==> src/inc/irq_ctrl_consts.svh <==
// register offsets, field positions, reset values and codes of the interrupt controller
// assumes an 8-bit register port with byte offsets
`ifndef IRQ_CTRL_CONSTS_SVH
`define IRQ_CTRL_CONSTS_SVH
`define PIN_EDGE_OFS      8'hBF
`define IRQ_FLAG_OFS      8'hC8
`define IRQ_ENABLE_OFS    8'hC9
`define STACK_PTR_OFS     8'hDF
`define PIN_EDGE_RST      2'h2
`define STACK_PTR_RST     3'h7
`define IRQ_USED_MASK     8'h75
`define BIT_PIN           0
`define BIT_WAKE          2
`define BIT_TIMER_A       4
`define BIT_TIMER_B       5
`define BIT_USB           6
`define BIT_GIE           7
`define VECTOR_ADDR       16'h0008
`define EDGE_RISE         2'h1
`define EDGE_FALL         2'h2
`define EDGE_BOTH         2'h3
`define FLAGS_KEEP_MASK   8'hF9
`endif

==> src/inc/irq_ctrl_pkg.sv <==
// types of the interrupt controller
// assumes nothing beyond the constants header
package irq_ctrl_pkg;
  typedef enum logic [1:0] {
    ST_RUN   = 2'b01,
    ST_SERVE = 2'b10
  } core_state_type;
endpackage

==> src/irq_ctrl.sv <==
// interrupt controller: five sources, shared vector, enables, flags, global enable,
// one-level accumulator/flag save buffer, pin edge detect and powerdown wake.
// assumes same-clock event pulses from peripherals and the core, pin from outside.
// Functional notes
// five sources, one external pin
// vector entry clears global enable
// return from irq sets global enable
// entry pushes stack, loads vector eight
// enable register bits, reset zero
// flags set on events, reset zero
// software clears flags, never hardware
// no vector without global enable
// pin edge sets flag regardless enable
// edge select rise fall both encoding
// wake edge latches pin flag, vectors
// timer a overflow sets flag
// one-level save buffer, status bits excluded
// pin event wakes from powerdown
// timer b overflow sets flag
// usb done sets flag
// port wakeup sets wake flag
// request when enabled flag and global
// hardware set beats software clear
// repeated event keeps single flag
`timescale 1ns/1ns
`include "irq_ctrl_consts.svh"
module irq_ctrl
  import irq_ctrl_pkg::*;
(
  input  wire logic        sys_clk_i,
  input  wire logic        reset_i,
  input  wire logic [7:0]  reg_addr_i,
  input  wire logic [7:0]  reg_wdata_i,
  input  wire logic        reg_write_i,
  input  wire logic        reg_read_i,
  output logic      [7:0]  reg_rdata_o,
  input  wire logic        external_pin_irq_i,
  input  wire logic        timer_a_ovf_i,
  input  wire logic        timer_b_ovf_i,
  input  wire logic        usb_done_i,
  input  wire logic        port_wakeup_i,
  input  wire logic        irq_accept_i,
  input  wire logic        return_from_irq_i,
  input  wire logic        save_i,
  input  wire logic        restore_i,
  input  wire logic [7:0]  accumulator_i,
  input  wire logic [7:0]  processor_flags_i,
  input  wire logic        powerdown_i,
  output logic             irq_request_o,
  output logic             vector_load_o,
  output logic      [15:0] vector_addr_o,
  output logic      [7:0]  accumulator_o,
  output logic      [7:0]  processor_flags_o,
  output logic             wake_o
);
  logic [1:0]  pin_sync_r;
  logic [1:0]  pin_sync_nxt;
  logic        pin_prev_r;
  logic        pin_prev_nxt;
  logic [1:0]  pin_edge_field_r;
  logic [1:0]  pin_edge_field_nxt;
  logic [7:0]  irq_flag_reg_r;
  logic [7:0]  irq_flag_reg_nxt;
  logic [7:0]  irq_enable_reg_r;
  logic [7:0]  irq_enable_reg_nxt;
  logic        global_irq_enable_r;
  logic        global_irq_enable_nxt;
  logic [2:0]  stack_ptr_r;
  logic [2:0]  stack_ptr_nxt;
  logic [7:0]  acc_save_r;
  logic [7:0]  acc_save_nxt;
  logic [7:0]  flags_save_r;
  logic [7:0]  flags_save_nxt;
  logic [7:0]  reg_rdata_r;
  logic [7:0]  reg_rdata_nxt;
  logic        vector_load_r;
  logic        vector_load_nxt;
  logic        wake_r;
  logic        wake_nxt;
  core_state_type state_r;
  core_state_type state_nxt;
  logic        pin_rise;
  logic        pin_fall;
  logic        pin_event;
  logic [7:0]  hw_set;
  logic        accept;

  assign pin_rise  = pin_sync_r[1] & ~pin_prev_r;
  assign pin_fall  = ~pin_sync_r[1] & pin_prev_r;

  always_comb begin
    pin_event = 1'b0;
    case (pin_edge_field_r)
      `EDGE_RISE: pin_event = pin_rise;
      `EDGE_FALL: pin_event = pin_fall;
      `EDGE_BOTH: pin_event = pin_rise | pin_fall;
      default:    pin_event = 1'b0;
    endcase
  end

  always_comb begin
    hw_set = 8'h00;
    hw_set[`BIT_PIN]     = pin_event;
    hw_set[`BIT_WAKE]    = port_wakeup_i;
    hw_set[`BIT_TIMER_A] = timer_a_ovf_i;
    hw_set[`BIT_TIMER_B] = timer_b_ovf_i;
    hw_set[`BIT_USB]     = usb_done_i;
  end


  assign irq_request_o = global_irq_enable_r & (|(irq_flag_reg_r & irq_enable_reg_r));
  assign accept = irq_accept_i & irq_request_o & (state_r == ST_RUN);

  always_comb begin
    pin_sync_nxt          = {pin_sync_r[0], external_pin_irq_i};
    pin_prev_nxt          = pin_sync_r[1];
    pin_edge_field_nxt    = pin_edge_field_r;
    irq_flag_reg_nxt      = irq_flag_reg_r;
    irq_enable_reg_nxt    = irq_enable_reg_r;
    global_irq_enable_nxt = global_irq_enable_r;
    stack_ptr_nxt         = stack_ptr_r;
    acc_save_nxt          = acc_save_r;
    flags_save_nxt        = flags_save_r;
    state_nxt             = state_r;
    vector_load_nxt       = 1'b0;
    wake_nxt              = powerdown_i & pin_event;
    reg_rdata_nxt         = 8'h00;
    if (reg_write_i) begin
      if (reg_addr_i == `PIN_EDGE_OFS) begin
        pin_edge_field_nxt = reg_wdata_i[1:0];
      end else if (reg_addr_i == `IRQ_FLAG_OFS) begin
        irq_flag_reg_nxt = reg_wdata_i & `IRQ_USED_MASK;
      end else if (reg_addr_i == `IRQ_ENABLE_OFS) begin
        irq_enable_reg_nxt = reg_wdata_i & `IRQ_USED_MASK;
      end else if (reg_addr_i == `STACK_PTR_OFS) begin
        global_irq_enable_nxt = reg_wdata_i[`BIT_GIE];
        stack_ptr_nxt         = reg_wdata_i[2:0];
      end
    end
    irq_flag_reg_nxt = irq_flag_reg_nxt | hw_set;
    if (reg_read_i) begin
      if (reg_addr_i == `PIN_EDGE_OFS) begin
        reg_rdata_nxt = {6'h00, pin_edge_field_r};
      end else if (reg_addr_i == `IRQ_FLAG_OFS) begin
        reg_rdata_nxt = irq_flag_reg_r;
      end else if (reg_addr_i == `IRQ_ENABLE_OFS) begin
        reg_rdata_nxt = irq_enable_reg_r;
      end else if (reg_addr_i == `STACK_PTR_OFS) begin
        reg_rdata_nxt = {global_irq_enable_r, 4'h0, stack_ptr_r};
      end else begin
        reg_rdata_nxt = 8'h00;
      end
    end
    case (state_r)
      ST_RUN: begin
        if (accept) begin
          global_irq_enable_nxt = 1'b0;
          stack_ptr_nxt         = stack_ptr_r - 3'h1;
          vector_load_nxt       = 1'b1;
          state_nxt             = ST_SERVE;
        end
      end
      ST_SERVE: begin
        if (return_from_irq_i) begin
          global_irq_enable_nxt = 1'b1;
          stack_ptr_nxt         = stack_ptr_r + 3'h1;
          state_nxt             = ST_RUN;
        end
      end
      default: state_nxt = ST_RUN;
    endcase
    if (save_i) begin
      acc_save_nxt   = accumulator_i;
      flags_save_nxt = processor_flags_i & `FLAGS_KEEP_MASK;
    end
  end

  always_ff @(posedge sys_clk_i) begin
    if (reset_i) begin
      pin_sync_r          <= 2'h0;
      pin_prev_r          <= 1'b0;
      pin_edge_field_r    <= `PIN_EDGE_RST;
      irq_flag_reg_r      <= 8'h00;
      irq_enable_reg_r    <= 8'h00;
      global_irq_enable_r <= 1'b0;
      stack_ptr_r         <= `STACK_PTR_RST;
      acc_save_r          <= 8'h00;
      flags_save_r        <= 8'h00;
      reg_rdata_r         <= 8'h00;
      vector_load_r       <= 1'b0;
      wake_r              <= 1'b0;
      state_r             <= ST_RUN;
    end else begin
      pin_sync_r          <= pin_sync_nxt;
      pin_prev_r          <= pin_prev_nxt;
      pin_edge_field_r    <= pin_edge_field_nxt;
      irq_flag_reg_r      <= irq_flag_reg_nxt;
      irq_enable_reg_r    <= irq_enable_reg_nxt;
      global_irq_enable_r <= global_irq_enable_nxt;
      stack_ptr_r         <= stack_ptr_nxt;
      acc_save_r          <= acc_save_nxt;
      flags_save_r        <= flags_save_nxt;
      reg_rdata_r         <= reg_rdata_nxt;
      vector_load_r       <= vector_load_nxt;
      wake_r              <= wake_nxt;
      state_r             <= state_nxt;
    end
  end

  assign reg_rdata_o       = reg_rdata_r;
  assign vector_load_o     = vector_load_r;
  assign vector_addr_o     = `VECTOR_ADDR;
  assign accumulator_o     = restore_i ? acc_save_r : accumulator_i;
  assign processor_flags_o = restore_i ? ((processor_flags_i & ~`FLAGS_KEEP_MASK) | flags_save_r)
                                       : processor_flags_i;
  assign wake_o            = wake_r;

  a_entry_clears_gie: assert property (@(posedge sys_clk_i) disable iff (reset_i)
    accept |=> !global_irq_enable_r) else $error("gie not cleared on entry");
  a_return_sets_gie: assert property (@(posedge sys_clk_i) disable iff (reset_i)
    (state_r == ST_SERVE && return_from_irq_i) |=> global_irq_enable_r)
    else $error("gie not set on return");
  a_entry_vector: assert property (@(posedge sys_clk_i) disable iff (reset_i)
    accept |=> vector_load_o && stack_ptr_r == $past(stack_ptr_r) - 3'h1)
    else $error("vector or stack wrong on entry");
  a_no_gie_no_req: assert property (@(posedge sys_clk_i) disable iff (reset_i)
    !global_irq_enable_r |-> !irq_request_o) else $error("request without gie");
  a_set_beats_clear: assert property (@(posedge sys_clk_i) disable iff (reset_i)
    timer_a_ovf_i |=> irq_flag_reg_r[`BIT_TIMER_A]) else $error("timer a event lost");
  a_flag_no_hw_clear: assert property (@(posedge sys_clk_i) disable iff (reset_i)
    (irq_flag_reg_r[`BIT_USB] && !(reg_write_i && reg_addr_i == `IRQ_FLAG_OFS))
    |=> irq_flag_reg_r[`BIT_USB]) else $error("flag cleared by hardware");
  a_pin_flag_set: assert property (@(posedge sys_clk_i) disable iff (reset_i)
    pin_event |=> irq_flag_reg_r[`BIT_PIN]) else $error("pin flag not set");
  a_request_cause: assert property (@(posedge sys_clk_i) disable iff (reset_i)
    irq_request_o |-> |(irq_flag_reg_r & irq_enable_reg_r)) else $error("spurious request");
  a_wake_pin: assert property (@(posedge sys_clk_i) disable iff (reset_i)
    (powerdown_i && pin_event) |=> wake_o) else $error("no wake from pin");
  a_rise_edge: assert property (@(posedge sys_clk_i) disable iff (reset_i)
    (pin_edge_field_r == `EDGE_RISE && pin_fall) |-> !pin_event)
    else $error("falling edge taken in rise mode");
  // edge decode, flag, enable, wake, core handshake and save buffer checks
  a_fall_edge: assert property (@(posedge sys_clk_i) disable iff (reset_i)
    (pin_edge_field_r == `EDGE_FALL && pin_rise) |-> !pin_event)
    else $error("rising edge taken in fall mode");
  a_both_edges: assert property (@(posedge sys_clk_i) disable iff (reset_i)
    (pin_edge_field_r == `EDGE_BOTH && (pin_rise || pin_fall)) |-> pin_event)
    else $error("edge missed in both mode");
  a_reserved_edge: assert property (@(posedge sys_clk_i) disable iff (reset_i)
    (pin_edge_field_r == 2'h0) |-> !pin_event) else $error("event in reserved mode");
  a_wake_latch: assert property (@(posedge sys_clk_i) disable iff (reset_i)
    (powerdown_i && pin_event) |=> irq_flag_reg_r[`BIT_PIN])
    else $error("pin flag not latched on wake");
  a_wake_needs_pd: assert property (@(posedge sys_clk_i) disable iff (reset_i)
    wake_o |-> $past(powerdown_i))
    else $error("wake outside powerdown");
  a_timer_b_flag: assert property (@(posedge sys_clk_i) disable iff (reset_i)
    timer_b_ovf_i |=> irq_flag_reg_r[`BIT_TIMER_B])
    else $error("timer b event lost");
  a_usb_flag: assert property (@(posedge sys_clk_i) disable iff (reset_i)
    usb_done_i |=> irq_flag_reg_r[`BIT_USB])
    else $error("usb event lost");
  a_wakeup_flag: assert property (@(posedge sys_clk_i) disable iff (reset_i)
    port_wakeup_i |=> irq_flag_reg_r[`BIT_WAKE])
    else $error("port wakeup event lost");
  a_clear_race: assert property (@(posedge sys_clk_i) disable iff (reset_i)
    (usb_done_i && reg_write_i && reg_addr_i == `IRQ_FLAG_OFS) |=> irq_flag_reg_r[`BIT_USB])
    else $error("usb event lost to clear");
  a_clear_no_queue: assert property (@(posedge sys_clk_i) disable iff (reset_i)
    (reg_write_i && reg_addr_i == `IRQ_FLAG_OFS && !reg_wdata_i[`BIT_TIMER_A]
     && !timer_a_ovf_i) |=> !irq_flag_reg_r[`BIT_TIMER_A])
    else $error("second timer a request queued");
  a_flags_unused: assert property (@(posedge sys_clk_i) disable iff (reset_i)
    (irq_flag_reg_r & ~`IRQ_USED_MASK) == 8'h00) else $error("unused flag bit set");
  a_enables_unused: assert property (@(posedge sys_clk_i) disable iff (reset_i)
    (irq_enable_reg_r & ~`IRQ_USED_MASK) == 8'h00) else $error("unused enable bit set");
  a_flags_kept_entry: assert property (@(posedge sys_clk_i) disable iff (reset_i)
    (accept && !reg_write_i) |=> irq_flag_reg_r == ($past(irq_flag_reg_r) | $past(hw_set)))
    else $error("flags changed on entry");
  a_vector_needs_gie: assert property (@(posedge sys_clk_i) disable iff (reset_i)
    vector_load_o |-> $past(global_irq_enable_r)) else $error("vector without gie");
  a_vector_needs_enable: assert property (@(posedge sys_clk_i) disable iff (reset_i)
    vector_load_o |-> $past(|(irq_flag_reg_r & irq_enable_reg_r)))
    else $error("vector without enabled flag");
  a_vector_addr: assert property (@(posedge sys_clk_i) disable iff (reset_i)
    vector_load_o |-> vector_addr_o == `VECTOR_ADDR)
    else $error("wrong vector address");
  a_return_pops: assert property (@(posedge sys_clk_i) disable iff (reset_i)
    (state_r == ST_SERVE && return_from_irq_i) |=> stack_ptr_r == $past(stack_ptr_r) + 3'h1)
    else $error("stack not popped on return");
  a_save_masks: assert property (@(posedge sys_clk_i) disable iff (reset_i)
    save_i |=> flags_save_r == ($past(processor_flags_i) & `FLAGS_KEEP_MASK))
    else $error("status bits saved");
  a_restore_acc: assert property (@(posedge sys_clk_i) disable iff (reset_i)
    restore_i |-> accumulator_o == acc_save_r)
    else $error("accumulator not restored");
  c_vector_taken: cover property (@(posedge sys_clk_i) disable iff (reset_i) accept);
  c_return: cover property (@(posedge sys_clk_i) disable iff (reset_i)
    state_r == ST_SERVE && return_from_irq_i);
  c_flag_no_enable: cover property (@(posedge sys_clk_i) disable iff (reset_i)
    irq_flag_reg_r[`BIT_PIN] && !irq_enable_reg_r[`BIT_PIN]);
  c_wake: cover property (@(posedge sys_clk_i) disable iff (reset_i) wake_o);
  c_pin_wake: cover property (@(posedge sys_clk_i) disable iff (reset_i)
    wake_o && irq_flag_reg_r[`BIT_PIN]);
endmodule // irq_ctrl

==> config.mk <==
export PLATFORM = sky130hd
export DESIGN_NAME = irq_ctrl
export DESIGN_NICKNAME = d
export VERILOG_FILES = /design/src/inc/irq_ctrl_pkg.sv /design/src/irq_ctrl.sv
export VERILOG_INCLUDE_DIRS = /design/src /design/src/inc
export SDC_FILE = /design/constraint.sdc
export NUM_CORES = 1
export LEC_CHECK = 0
export BUFFER_PORTS_ARGS = -buffer_cell sky130_fd_sc_hd__buf_2
export CAP_MARGIN = 30
export CELL_PAD_IN_SITES_DETAIL_PLACEMENT = 1
export CELL_PAD_IN_SITES_GLOBAL_PLACEMENT = 2
export CORE_UTILIZATION = 26
export CTS_BUF_LIST = sky130_fd_sc_hd__clkbuf_8
export DETAILED_ROUTE_END_ITERATION = 8
export PLACE_DENSITY = 0.86
export SETUP_SLACK_MARGIN = 0.2
export SLEW_MARGIN = 40
export SYNTH_ARGS = -nofsm -noshare
export SYNTH_HDL_FRONTEND = slang
export SYNTH_SLANG_ARGS = --single-unit
export TNS_END_PERCENT = 50
==> constraint.sdc <==
create_clock -name sys_clk_i -period 1.7 [get_ports sys_clk_i]
set_clock_uncertainty 0.1 [all_clocks]
set_input_delay 0.085 -clock sys_clk_i [delete_from_list [all_inputs] [get_ports sys_clk_i]]
set_output_delay 0.085 -clock sys_clk_i [all_outputs]
set_load 0.01 [all_outputs]
==> metrics.yaml <==
routing:
  wl_per_cell_um: 13.9
  firstDrtPassIters: 4
  dr.first_iter.drc_count: 66
  drcViolationCount: 0
  postRouteAntennaNets: 0
  vias: 2118
  wl_mm: 6.33
  viasPerCell: 4.64
sta:
  drv_slew: 0
  hold_violations: 0
  finalSetupTns_ns: 0
  clock.fmax_mhz: 647
  min_period_ns: 1.55
  fin_crit_sh_pct: 90.9
  rsz0062_at_grt: "yes"
  finalSetupViolations: 0
worst_setup_path:
  cp.arrival_ns: 1.36
  rrSetupSlack_ns: 0.17
  crit_type: "flop to output port"
  required_ns: 1.51
  endpoint_kind: "output port"
  max_stage_delay_ns: 0.33
  path_cells: "a222oi_1 > buf_4 > a21oi_2 > buf_2"
  crit_buf_inv: 2
  cp_max_fo: 3
  crit_family: "compound AO/OA/AOI/OAI gates"
  start_kind: "flop"
  slowest_stage: "dfxtp_2"
logic_synthesis:
  async_flop_share_pct: 0
  yosys.area.top_type: "dfxtp_1"
  syn_avg_cell_area_um2: 9.02
  yosysSeqAreaShare_pct: 38.7
  synth.top_cell.area_share_pct: 38.7
  synthTopCellsByArea: "dfxtp_1, mux2i_1, mux2_2"
  synth_area_mm2: 0.00227
  synthDistinctLibCells: 43
  synth_cells: 252
  ys_warn_count: 0
  synthFlopType: "dfxtp_1"
  ys_ff_latch: 44
  synth_edf_count: 0
finish:
  ff_latch_area_um2: 885
  final_cell_mix: "buf_2, dfxtp_1, nor2_1, dlygate4sd3_1, mux2i_1"
  final_common_cell: "buf_2"
  area_growth_pct: 38.4
  drive_above_1_share_pct: 33.3
  antenna_cells: 0
  final_nets: 402
  final_cells: 456
  multi_input_area_mm2: 0.00127
  fill_cells: 1011
die:
  fp-row-count: 33
  core-area_mm2: 0.00834
  die_h_um: 95.5
  io_pins: 89
  die_w_um: 95.5
  start_util_pct: 27.3
  die_area_mm2: 0.00912
cts:
  cts_htree_levels: 2
  numCtsBuffers: 5
  clk_pin_slew_ns: 0.09
  cts_tree: "built"
  clkSinkCount: 44
  clk_path_buf_depth: 2
  root_buffer: "clkbuf_8"
  insertion_delay_ns: 0.30
power:
  ir_drop_v: 0.000479
  p_per_area_mw_per_mm2: 726
  leakagePower_nw: 1.42
global_route:
  grt_start_max_net_pins: 33
  grt_pass1_vias: 2151
  grt_busiest_layer: "met2"
  track_usage_pct: 14.2
  grt_pass1_wl_mm: 10.0
  antenna_found_initial: 0
  use_met1_pct: 16.9
  use_met3_pct: 3.83
  grt.overflow.total: 0
  grt_use_met2_pct: 25.1
job:
  maxCapViolCount: 0
place:
  place_congestion: 0.800
  dp_hpwl_mm: 4.46
  numPlacedInstances: 419
  io_buffers: 66
status:
  status: "completed"
hold_path:
  hold_class: "input pin to flop"
==> synth_stat cells (3+ instances only) <==
cell,n
clkbuf_1,6
nand3_1,9
dfxtp_1,44
a21oi_1,16
mux2_2,14
nor2_1,27
inv_1,15
buf_4,19
ha_1,6
nand4_1,3
nand2_1,16
nor2b_1,6
nor3_1,4
a31oi_1,3
mux2i_1,24
a22oi_1,6
==> layer usage <==
metal	part of all wire [%]	vias to the layer above	routed length [um]
li1	-	1043	-
met1	45	1010	2840
met2	49	59	3120
met3	4.9	6	313
met4	0.84	0	53
met5	0	-	0
==> worst reg2reg max path, delay by kind of cell (launching register included) <==
| family | cells | cell delay (ns) |
|---|---|---|
| flip-flops | 1 | 0.33 |
| buffers and inverters | 1 | 0.20 |
| AO/OA/AOI/OAI | 4 | 0.81 |
==> report_power, final <==
part	switching, mW	internal (mW)
Sequential	0.0177	1.06
Clock	0.396	0.481
Combinational	0.163	0.165
==> repair_timing <==
action	CTS	global route
pin swaps	6	1
hold endpoints to repair	28	0
setup endpoints to repair	6	6
gates resized for setup	11	2
hold buffers	27	0
setup buffers	2	0
==> layout make-up <==
| class | count | share of cell area [%] |
|---|---|---|
| well taps | 105 | 4.18 |
| flip-flops and latches | 44 | 28.1 |
| repair buffers | 104 | 21.7 |
| multi-input cells | 180 | 40.3 |
| clock inverters | 2 | 1.23 |
| clock buffers | 6 | 2.63 |
| inverters | 15 | 1.79 |
==> registers in the layout, indices dropped and copies added, names as in the netlist, 2 cells and up <==
name	cells
acc_save_r	8
flags_save_r	6
irq_enable_reg_r	5
irq_flag_reg_r	5
pin_edge_field_r	2
pin_sync_r	2
reg_rdata_o	7
stack_ptr_r	3
state_r	2
==> path summary, 6_finish.rpt <==
path | start | end | cells past startpoint
min reg2reg | pin_sync_r[1] | pin_prev_r | 2
max reg2reg | irq_enable_reg_r[6] | global_irq_enable_r | 5
min | reg_addr_i[4] | reg_rdata_o[7] | 3
max | irq_enable_reg_r[6] | irq_request_o | 4
==> through the flow <==
| stage | cell area, um^2 | power, mW | setup slack (ns) | hold WS, ns | utilization (%) |
|---|---|---|---|---|---|
| 3_3_place_gp | 2700 | 1.37 | 0.128 | 0.0701 | 32.3 |
| 5_1_grt | 3150 | 2.38 | 0.0772 | 0.00666 | 37.7 |
| 6_report | 3150 | 2.28 | 0.154 | 0.00459 | 37.7 |
| 3_5_place_dp | 2700 | 1.38 | 0.0890 | 0.0701 | 32.3 |
| 2_1_floorplan | 2350 | 1.29 | 0.225 | 0.0566 | - |
| 4_1_cts | 3130 | 2.31 | 0.140 | 0.000508 | 37.6 |
==> kinds of logic after synthesis <==
group           after synthesis  share of synthesized area [%]
xor+xnor                      2                          0.771
flops                        44                           38.7
buf+inv                      43                           10.5
simple gates                 76                           16.8
fa+ha+maj                     6                           3.30
compound gates               41                           12.0
mux                          38                           17.5
other cells                   2                          0.330
Note: power is estimated with default switching activity, not from simulation.
